### src/rtl/tksp_defines.vh
// constants for the touch key signal processor
`ifndef TKSP_DEFINES_VH
`define TKSP_DEFINES_VH
`define TKSP_SIG_W 12
`define TKSP_NKEYS 4
`define TKSP_CLK_HZ 10000000
`define TKSP_CAL_TIME_MS 1000
`define TKSP_CAL_CYCLES ((`TKSP_CLK_HZ / 1000) * `TKSP_CAL_TIME_MS)
`define TKSP_TMO_SHORT_S 10
`define TKSP_TMO_LONG_S 60
`define TKSP_TMO_SHORT_CYCLES (`TKSP_CLK_HZ * `TKSP_TMO_SHORT_S)
`define TKSP_TMO_LONG_CYCLES (`TKSP_CLK_HZ * `TKSP_TMO_LONG_S)
`define TKSP_INTEG_LIMIT 3
`define TKSP_THRESH_DEFAULT 4
`define TKSP_DRIFT_UP_DEFAULT 16
`define TKSP_DRIFT_DN_DEFAULT 128
`endif

### src/rtl/tksp_key.v
// one key channel: reference, drift, threshold, integrator, timeout
`timescale 1ns/1ps
`default_nettype none
`include "tksp_defines.vh"
module tksp_key #(
    parameter THRESH = `TKSP_THRESH_DEFAULT,
    parameter DRIFT_UP = `TKSP_DRIFT_UP_DEFAULT,
    parameter DRIFT_DN = `TKSP_DRIFT_DN_DEFAULT
) (
    input wire clk,
    input wire srst,
    input wire cal,
    input wire sample_valid,
    input wire [`TKSP_SIG_W-1:0] sample,
    input wire [31:0] tmo_limit,
    output reg detect,
    output reg timed_out
);
    reg [`TKSP_SIG_W-1:0] ref_level;
    reg [1:0] integ;
    reg [31:0] on_timer;
    reg [7:0] drift_cnt;
    reg recal_pending;
    wire [`TKSP_SIG_W:0] thresh_lvl;
    wire [`TKSP_SIG_W:0] release_lvl;
    wire [`TKSP_SIG_W:0] samp_x;
    wire below;
    wire above_release;
    // threshold always derived from current reference
    assign thresh_lvl = {1'b0, ref_level} - THRESH[`TKSP_SIG_W:0];
    assign release_lvl = thresh_lvl + (THRESH[`TKSP_SIG_W:0] >> 2);
    assign samp_x = {1'b0, sample};
    assign below = (ref_level >= THRESH[`TKSP_SIG_W-1:0]) && (samp_x < thresh_lvl);
    assign above_release = (samp_x > release_lvl);
    always @(posedge clk) begin
        if (srst) begin
            ref_level <= {`TKSP_SIG_W{1'b1}};
            integ <= 2'h0;
            on_timer <= 32'h0;
            drift_cnt <= 8'h00;
            detect <= 1'b0;
            timed_out <= 1'b0;
            recal_pending <= 1'b1;
        end else begin
            timed_out <= 1'b0;
            if (detect) begin
                if (on_timer >= tmo_limit) begin
                    // recalibrate this key only, next sample becomes reference
                    recal_pending <= 1'b1;
                    detect <= 1'b0;
                    integ <= 2'h0;
                    on_timer <= 32'h0;
                    timed_out <= 1'b1;
                end else begin
                    on_timer <= on_timer + 32'h1;
                end
            end else begin
                on_timer <= 32'h0;
            end
            if (sample_valid) begin
                if (cal || recal_pending) begin
                    ref_level <= sample;
                    recal_pending <= 1'b0;
                    drift_cnt <= 8'h00;
                    integ <= 2'h0;
                    detect <= 1'b0;
                end else if (detect && !(on_timer >= tmo_limit)) begin
                    if (above_release) begin
                        detect <= 1'b0;
                        integ <= 2'h0;
                    end
                end else if (!detect) begin
                    if (below) begin
                        if (integ == `TKSP_INTEG_LIMIT - 1) begin
                            detect <= 1'b1;
                            integ <= 2'h0;
                        end else begin
                            integ <= integ + 2'h1;
                        end
                        drift_cnt <= 8'h00;
                    end else begin
                        integ <= 2'h0;
                        // slow drift toward raw signal; upward is faster
                        if (sample != ref_level) begin
                            if ((sample > ref_level && drift_cnt >= DRIFT_UP - 1) ||
                                (sample < ref_level && drift_cnt >= DRIFT_DN - 1)) begin
                                drift_cnt <= 8'h00;
                                if (sample > ref_level) begin
                                    ref_level <= ref_level + 1'b1;
                                end else begin
                                    ref_level <= ref_level - 1'b1;
                                end
                            end else begin
                                drift_cnt <= drift_cnt + 8'h01;
                            end
                        end else begin
                            drift_cnt <= 8'h00;
                        end
                    end
                end
            end
        end
    end
endmodule
`default_nettype wire

### src/rtl/tksp_top.v
// four-key touch signal processor top level
`timescale 1ns/1ps
`default_nettype none
`include "tksp_defines.vh"
module tksp_top #(
    parameter CAL_CYCLES = `TKSP_CAL_CYCLES,
    parameter TMO_SHORT_CYCLES = `TKSP_TMO_SHORT_CYCLES,
    parameter TMO_LONG_CYCLES = `TKSP_TMO_LONG_CYCLES
) (
    input wire clk,
    input wire srst,
    input wire rollover_select,
    input wire timeout_select,
    input wire sample_valid,
    input wire [1:0] sample_key,
    input wire [`TKSP_SIG_W-1:0] sample_count,
    output reg [`TKSP_NKEYS-1:0] key_out,
    output reg calibrating,
    output wire [`TKSP_NKEYS-1:0] key_timeout
);
    // ==========================================
    // option pin synchronisers
    reg roll_s1;
    reg roll_s2;
    reg tmo_s1;
    reg tmo_s2;
    always @(posedge clk) begin
        if (srst) begin
            roll_s1 <= 1'b1;
            roll_s2 <= 1'b1;
            tmo_s1 <= 1'b1;
            tmo_s2 <= 1'b1;
        end else begin
            roll_s1 <= rollover_select;
            roll_s2 <= roll_s1;
            tmo_s1 <= timeout_select;
            tmo_s2 <= tmo_s1;
        end
    end
    wire [31:0] tmo_limit;
    assign tmo_limit = tmo_s2 ? TMO_LONG_CYCLES[31:0] : TMO_SHORT_CYCLES[31:0];
    // ==========================================
    // power-up calibration window
    reg [31:0] cal_cnt;
    always @(posedge clk) begin
        if (srst) begin
            cal_cnt <= 32'h0;
            calibrating <= 1'b1;
        end else if (calibrating) begin
            // every key keeps reloading its reference until the window closes
            if (cal_cnt >= CAL_CYCLES[31:0] - 32'h1) begin
                calibrating <= 1'b0;
            end else begin
                cal_cnt <= cal_cnt + 32'h1;
            end
        end
    end
    // ==========================================
    // key channels
    wire [`TKSP_NKEYS-1:0] det;
    genvar k;
    generate
        for (k = 0; k < `TKSP_NKEYS; k = k + 1) begin : g_key
            tksp_key u_key (
                .clk(clk),
                .srst(srst),
                .cal(calibrating),
                .sample_valid(sample_valid && (sample_key == k)),
                .sample(sample_count),
                .tmo_limit(tmo_limit),
                .detect(det[k]),
                .timed_out(key_timeout[k])
            );
        end
    endgenerate
    // ==========================================
    // rollover: keep reported keys, admit new ones lowest index first
    reg [`TKSP_NKEYS-1:0] next_out;
    reg [2:0] cnt;
    wire [2:0] roll_limit;
    integer i;
    assign roll_limit = roll_s2 ? 3'h2 : 3'h1;
    always @* begin
        next_out = {`TKSP_NKEYS{1'b0}};
        cnt = 3'h0;
        // held keys keep slots, but never more than the current limit
        for (i = 0; i < `TKSP_NKEYS; i = i + 1) begin
            if (key_out[i] && det[i] && (cnt < roll_limit)) begin
                next_out[i] = 1'b1;
                cnt = cnt + 3'h1;
            end
        end
        for (i = 0; i < `TKSP_NKEYS; i = i + 1) begin
            if (det[i] && !next_out[i] && (cnt < roll_limit)) begin
                next_out[i] = 1'b1;
                cnt = cnt + 3'h1;
            end
        end
    end
    always @(posedge clk) begin
        if (srst) begin
            key_out <= {`TKSP_NKEYS{1'b0}};
        end else begin
            key_out <= next_out;
        end
    end
endmodule
`default_nettype wire

### config.mk
export PLATFORM = sky130hd
export DESIGN_NAME = tksp_top
export DESIGN_NICKNAME = d
export VERILOG_FILES = /design/src/rtl/tksp_key.v /design/src/rtl/tksp_top.v
export VERILOG_INCLUDE_DIRS = /design/src /design/src/rtl
export SDC_FILE = /design/constraint.sdc
export NUM_CORES = 1
export LEC_CHECK = 0
export BUFFER_PORTS_ARGS = -buffer_cell sky130_fd_sc_hd__buf_2
export CORE_MARGIN = 2
export CORE_UTILIZATION = 45
export DETAILED_ROUTE_END_ITERATION = 8
export PLACE_DENSITY = 0.63
export SYNTH_ARGS = -nofsm -noshare
export SYNTH_HDL_FRONTEND = slang
export SYNTH_SLANG_ARGS = --single-unit
### constraint.sdc
create_clock -name clk -period 15.2 [get_ports clk]
set_input_delay 0.76 -clock clk [delete_from_list [all_inputs] [get_ports clk]]
set_output_delay 0.76 -clock clk [all_outputs]
set_load 0.02 [all_outputs]
==> flow_summary_export.csv, run 1 <==
group,metric,value,unit
drt,postRouteAntennaNets,0,
cells_and_area,area.sequential,0.005385,sq mm
grt,grt_start_max_net_pins,75,
drt,post_drt_wl_per_cell,15.57,um
cts,clock_tree.root_cell,"sky130_fd_sc_hd__clkbuf_16",
timing,fmax,148.0,MHz
worst_setup_path,launch_point_of_the_critical_path,"g_key[0].u_key.detect",
placed_design,numPortBuffers,27,
pwr,power.ir.vdd_worst,60.64,uV
worst_setup_path,worst-endpoint-required,15.67,ns
flow_run,timing.max_cap.violations,0,
worst_setup_path,crit-reg2reg-capture,"key_out[3]",
timing,grt_setup_unrepaired,"false",
cts,cts_max_path_buffers,3,
hold_path,hold_class,"in -> reg",
worst_setup_path,critical_path.endpoint,"key_out[3]",
yosys,post_synth.cell_area_avg,8.215,sq um
cells_and_area,drive_above_1_share,0.06319,
yosys,synth-seq-area-share,0.2728,
timing,setup_violations,0,
timing,min_period,6.756,ns
floorplanning,initial_core_util,0.4573,
worst_setup_path,cpMostUsedCell,"sky130_fd_sc_hd__ha_1",
cts,cts_sinks,269,
worst_setup_path,r2r.worst_path.cells,30,
floorplanning,rows,76,
yosys,yosys_register_bits,269,
drt,route.detailed.drc,0,
drt,drt_iter0_drc,906,
floorplanning,design.portCount,28,
drt,total_via_count_after_detailed_routing,16940,
drt,post_drt_via_cell_ratio,5.602,
cells_and_area,area_growth_syn_to_layout,9.215,%
yosys,synth-warning-count,0,
grt,grt_antenna_before_repair,0,
cts,cts_buffers,34,
worst_setup_path,worstSetupStartpointType,"register",
cts,cts.htree.levels,2,
cells_and_area,final_net_count,2699,
drt,postRouteWirelength,47100,um
worst_setup_path,crit_path_top_delay_cell,"sky130_fd_sc_hd__dfxtp_1",
timing,total_count_of_max_transition_violations_in_the_final_report,0,
cts,post_cts.resized_instances,0,
grt,grt_pass1_vias,16500,
drt,first_pass_iters,5,
worst_setup_path,setup.worst_path.end_class,"register",
placed_design,place.gp.congestion,0.8701,
timing,slew-limit-headroom,0.2120,
floorplanning,die_h,213.5,um
timing,finalCritPeriodShare,0.4445,
cts,clock_latency,0.56,ns
pwr,powerDensity,84.15,mW/mm^2
grt,grt_remaining_overflow,0,
yosys,netlist_instances,2403,
floorplanning,design.die.area,0.04556,sq mm
outcome,outcome,"completed",
timing,tightest_slew,1.182,ns
placed_design,place.detailed.hpwl,33910,um
timing,timing.setup.tns,0,ns
worst_setup_path,worst_path_largest_cell_delay,0.44,ns
timing,final.setup_skew,0.02325,ns
yosys,synth.lib_cells_used.distinct,94,
grt,wire_length_of_the_first_global_routing_pass,78920,um
floorplanning,die_x,213.5,um
grt,grt_util_all_layers,0.2097,
cells_and_area,fillCellCount,4247,
cts,cts_tree,"built",
cells_and_area,multi_input_area,0.01367,sq mm
cts,clkSlewWorstSetupHoldPaths,0.06,ns
worst_setup_path,critical_path_arrival,7.23,ns
timing,hold_viol_final,0,
pwr,standby_leakage_power,9.117,nW
worst_setup_path,reg2reg_from,"g_key[0].u_key.detect",
worst_setup_path,criticalPathCategory,"reg -> reg",
floorplanning,core_region_area,0.04317,sq mm
yosys,yosys_most_used_dff,"sky130_fd_sc_hd__dfxtp_1",
cts,holdBufCountCts,0,
yosys,synth_area,0.01974,sq mm
yosys,synth-edff-count,0,
worst_setup_path,crit_fanout,8,
worst_setup_path,regToRegSetupSlack,8.44,ns
cells_and_area,final_core_utilization,0.4994,
cts,postCtsSetupBuffers,0,
yosys,synth-async-reset-ratio,0,
-- through the flow --
step	setup WS (ns)	hold slack (ns)	total power, mW	instance area (sq um)	instances
global route	7.843	0.3832	1.904	21560	3022
floorplan	9.069	0.3895	0.9371	19750	2406
finish	8.444	0.4001	1.814	21560	3024
global placement	8.692	0.4112	0.9933	20420	2961
detailed placement	8.499	0.4122	1.003	20420	2961
CTS	8.471	0.3692	1.840	21560	3022
-- cell usage after synthesis, types with 46 or more instances --
library cell	count	area, sq um
sky130_fd_sc_hd__xnor2_1	124	1086
sky130_fd_sc_hd__clkbuf_1	49	183.9
sky130_fd_sc_hd__nand2_1	189	709.4
sky130_fd_sc_hd__dfxtp_1	269	5385
sky130_fd_sc_hd__nand3_1	113	565.5
sky130_fd_sc_hd__xor2_1	114	998.5
sky130_fd_sc_hd__a21oi_1	124	620.6
sky130_fd_sc_hd__nor2_1	300	1126
sky130_fd_sc_hd__o21ai_0	84	420.4
sky130_fd_sc_hd__ha_1	264	3303
sky130_fd_sc_hd__inv_1	106	397.9
sky130_fd_sc_hd__a21o_1	54	405.4
sky130_fd_sc_hd__and3_1	46	287.8
sky130_fd_sc_hd__nor3_1	48	240.2
-- power by group --
part	leakage [nW]	switching, mW	total (mW)	internal [mW]
clock	0.553	0.331	0.825	0.495
sequential	2.18	0.0161	0.731	0.715
combinational	6.39	0.148	0.258	0.110
-- routing by layer --
metal | routed length, um | GRT usage | up-vias | share of wire
li1 | - | - | 8626 | -
met1 | 22320 | 0.2676 | 7959 | 0.47
met2 | 21700 | 0.3617 | 266 | 0.46
met3 | 1643 | 0.02900 | 89 | 0.035
met4 | 1430 | 0.07375 | 0 | 0.030
met5 | 0 | 0 | - | 0
-- registers in the layout (all words and copies together) (netlist names) --
name and cells:
cal_cnt 32, calibrating 1, g_key.u_key.detect 4, g_key.u_key.drift_cnt 32
g_key.u_key.integ 8, g_key.u_key.on_timer 128, g_key.u_key.recal_pending 4, g_key.u_key.ref_level 48
g_key.u_key.timed_out 4, key_out 4, roll_s1 1, roll_s2 1
tmo_s1 1, tmo_s2 1
-- layout by cell type (no fill, tap or decap), types with 35 or more instances in the layout --
cell and count:
sky130_fd_sc_hd__nand2_1 189, sky130_fd_sc_hd__clkbuf_16 35, sky130_fd_sc_hd__and3_1 46, sky130_fd_sc_hd__o21ai_0 84, sky130_fd_sc_hd__xor2_1 114, sky130_fd_sc_hd__dfxtp_1 269, sky130_fd_sc_hd__xnor2_1 124, sky130_fd_sc_hd__nand3_1 113
sky130_fd_sc_hd__a21oi_1 124, sky130_fd_sc_hd__o211ai_1 42, sky130_fd_sc_hd__nor3_1 48, sky130_fd_sc_hd__inv_1 106, sky130_fd_sc_hd__ha_1 264, sky130_fd_sc_hd__nor2_1 300, sky130_fd_sc_hd__nand4_1 35, sky130_fd_sc_hd__a21o_1 54
-- critical path, delay by kind of cell (launching register included) --
family                     cells  cell delay [ns]
and+or+nand+nor               10             1.56
adders and majority gates      6             1.39
buffers and inverters          2             0.21
DFF                            1             0.44
muxes                          5             1.37
AOI/OAI and AO/OA              7             1.69
-- cell families (layout without fill, tap and decap cells) --
family	after synthesis	count (layout)	share of synthesized area
xor+xnor	238	238	0.1056
other cells	1	6	0.0001900
compound gates	505	505	0.1727
fa+ha+maj	268	268	0.1714
mux	18	18	0.01014
simple gates	928	928	0.2315
flops	269	269	0.2728
buf+inv	176	207	0.03568
-- area by class of cell --
type / instances / area share
Antenna cell: 2 / 0.0002321
Clock buffer: 49 / 0.04631
Clock inverter: 12 / 0.006500
Inverter: 107 / 0.01863
Multi-Input combinational cell: 1961 / 0.6341
Sequential cell: 269 / 0.2498
Tap cell: 585 / 0.03395
Timing Repair Buffer: 39 / 0.01056
-- how the worst min path moves through the flow --
stage | cells past startpoint | endpoint | slack [ns] | from
6_report | 2 | tmo_s1 | 0.40 | timeout_select
5_1_grt | 2 | roll_s1 | 0.38 | rollover_select
4_1_cts | 2 | roll_s1 | 0.37 | rollover_select
3_5_place_dp | 1 | tmo_s2 | 0.41 | tmo_s1
3_3_place_gp | 1 | tmo_s2 | 0.41 | tmo_s1
2_1_floorplan | 1 | roll_s2 | 0.39 | roll_s1
No activity file was read; power rests on OpenSTA's default activity.
==> run 2: changes to the inputs <==
Settings changed: ABC_AREA set to 1, PLACE_DENSITY 0.63 to 0.65.
Clock period 15.2 ns to 5.5 ns, I/O delays scaled along.
==> flow_summary_export.csv, run 2 <==
group,metric,value,unit
drt,drt_iter0_drc,1215,
cts,cts_buffers,34,
yosys,synth-seq-area-share,0.2629,
floorplanning,design.die.area,0.04723,sq mm
yosys,synth-async-reset-ratio,0,
pwr,standby_leakage_power,9.789,nW
drt,first_pass_iters,5,
cts,cts_sinks,269,
yosys,synth-edff-count,0,
worst_setup_path,criticalPathCategory,"reg -> reg",
yosys,post_synth.cell_area_avg,7.065,sq um
yosys,synth_top_area_cell,"sky130_fd_sc_hd__dfxtp_1",
outcome,outcome,"completed",
cells_and_area,area_growth_syn_to_layout,9.988,%
cts,clock_tree.root_cell,"sky130_fd_sc_hd__clkbuf_16",
timing,tightest_slew,1.037,ns
grt,grt_remaining_overflow,0,
drt,post_drt_via_cell_ratio,5.328,
cts,clock_latency,0.52,ns
drt,post_drt_wl_per_cell,14.36,um
worst_setup_path,worstSetupStartpointType,"register",
grt,grt_pass1_vias,17920,
cells_and_area,design_area,0.02253,sq mm
yosys,synth_area,0.02048,sq mm
placed_design,place.detailed.hpwl,37540,um
cells_and_area,number_of_flip_flops_under_the_largest_register_name,128,
floorplanning,rows,78,
grt,wire_length_of_the_first_global_routing_pass,85420,um
cells_and_area,drive_above_1_share,0.07264,
timing,hold_viol_final,0,
timing,finalCritPeriodShare,0.9445,
yosys,netlist_instances,2899,
worst_setup_path,critical_path_arrival,5.63,ns
timing,holdWs,0.2775,ns
placed_design,place.gp.congestion,0.8799,
flow_run,timing.max_cap.violations,0,
cells_and_area,top_regs,"g_key.u_key.on_timer x128, g_key.u_key.ref_level x48",
cts,clkSlewWorstSetupHoldPaths,0.06,ns
cells_and_area,final_net_count,3225,
drt,route.detailed.drc,0,
yosys,synth_most_common_cell,"sky130_fd_sc_hd__nand2_1",
yosys,yosys_most_used_dff,"sky130_fd_sc_hd__dfxtp_1",
yosys,synth-warning-count,0,
cts,cts.htree.levels,2,
grt,grt_start_max_net_pins,75,
cts,cts_max_path_buffers,3,
cells_and_area,antennaDiodeCount,0,
timing,slew-limit-headroom,0.3068,
yosys,synth_largest_type_area_fraction,0.2629,
grt,grt_util_all_layers,0.2152,
cells_and_area,largest-register,"g_key.u_key.on_timer",
floorplanning,initial_core_util,0.4533,
worst_setup_path,worst-endpoint-required,5.94,ns
yosys,synth.top_cells.by_area,"sky130_fd_sc_hd__dfxtp_1, sky130_fd_sc_hd__ha_1, sky130_fd_sc_hd__nand2_1",
timing,final.setup_skew,0.009836,ns
placed_design,postPlaceCellArea,0.02126,sq mm
timing,fmax,192.5,MHz
pwr,power.ir.vdd_worst,208.7,uV
floorplanning,die_x,217.3,um
hold_path,hold_class,"in -> reg",
worst_setup_path,worst_path_largest_cell_delay,0.38,ns
yosys,synth.top_cells.by_count,"sky130_fd_sc_hd__nand2_1, sky130_fd_sc_hd__inv_1, sky130_fd_sc_hd__nor2_1, sky130_fd_sc_hd__dfxtp_1, sky130_fd_sc_hd__ha_1",
floorplanning,die_h,217.3,um
worst_setup_path,crit_fanout,4,
pwr,powerDensity,220.0,mW/mm^2
floorplanning,design.portCount,28,
placed_design,numPortBuffers,27,
yosys,yosys_register_bits,269,
timing,min_period,5.195,ns
cells_and_area,layout_common_cells,"sky130_fd_sc_hd__nand2_1, sky130_fd_sc_hd__inv_1, sky130_fd_sc_hd__nor2_1, sky130_fd_sc_hd__dfxtp_1, sky130_fd_sc_hd__ha_1",
cts,cts_tree,"built",
grt,grt_antenna_before_repair,1,
drt,postRouteAntennaNets,0,
timing,setup_violations,0,
worst_setup_path,setup.worst_path.end_class,"register",
floorplanning,core_region_area,0.04519,sq mm
worst_setup_path,crit_path_top_delay_cell,"sky130_fd_sc_hd__dfxtp_4",
yosys,synth.lib_cells_used.distinct,69,
timing,total_count_of_max_transition_violations_in_the_final_report,0,
drt,total_via_count_after_detailed_routing,18970,
cells_and_area,final_common_cell,"sky130_fd_sc_hd__nand2_1",
drt,postRouteWirelength,51110,um
[run 2: cell families (layout without fill, tap and decap cells)]
family	after synthesis	in the layout	synth area share
compound gates	495	495	0.1387
xor+xnor	126	126	0.05388
fa+ha+maj	268	268	0.1652
buf+inv	463	521	0.08626
flops	269	269	0.2629
mux	2	2	0.001039
other cells	1	4	0.0001831
simple gates	1275	1275	0.2918
[run 2: worst paths after layout]
path                  from                      end  slack, ns  cells past startpoint
max reg2reg     key_out[0]               key_out[3]       0.31                     37
min          sample_key[1]  g_key[1].u_key.integ[1]       0.28                      6
min reg2reg         tmo_s1                   tmo_s2       0.41                      1
max             key_out[0]               key_out[3]       0.31                     37
[run 2: metal layers]
metal  wire length, um  track usage
met2             23950       0.3736
met3              2025      0.02530
met4              1374      0.06575
met5                 0            0
met1             23760       0.2787
[run 2: report_power, final]
group	switching, mW	internal, mW
registers	0.0375	1.98
logic	0.468	0.273
clock network	0.862	1.34
[run 2: layout make-up]
class	instances	area, sq um
flip-flops and latches	269	5390
repair buffers	47	290.3
fillers	4433	22660
multi-input cells	2170	13440
clock inverters	11	111.4
inverters	416	1563
well taps	600	750.7
clock buffers	47	980.9
[run 2: what timing repair did]
| action | CTS | global route |
|---|---|---|
| pin swaps | 0 | 7 |
| resized for setup | 4 | 20 |
| hold buffers | 2 | 0 |
| buffers inserted | 0 | 6 |
| endpoints found under the hold margin | 2 | 0 |
| setup endpoints to repair | 1 | 1 |
[run 2: through the flow]
step / util / setup slack, ns / power (mW) / TNS (ns) / cells
6_report: 0.4985 / 0.3052 / 4.957 / 0 / 3560
3_5_place_dp: 0.4706 / -0.2130 / 2.787 / -0.2130 / 3494
3_3_place_gp: 0.4706 / 0.1454 / 2.756 / 0 / 3494
4_1_cts: 0.4955 / 0.02222 / 5.008 / 0 / 3554
5_1_grt: 0.4985 / -0.07156 / 5.212 / -0.07156 / 3560
2_1_floorplan: - / 0.4603 / 2.594 / 0 / 2902
[run 2: worst max-delay path, delay by kind of cell (launching register included)]
kind / cells / cell delay [ns]
AO/OA/AOI/OAI: 3 / 0.23
adder cells (fa/ha/maj): 6 / 1.47
buffers and inverters: 4 / 0.25
flip-flops: 1 / 0.38
multiplexers: 2 / 0.52
AND/OR/NAND/NOR: 22 / 2.26
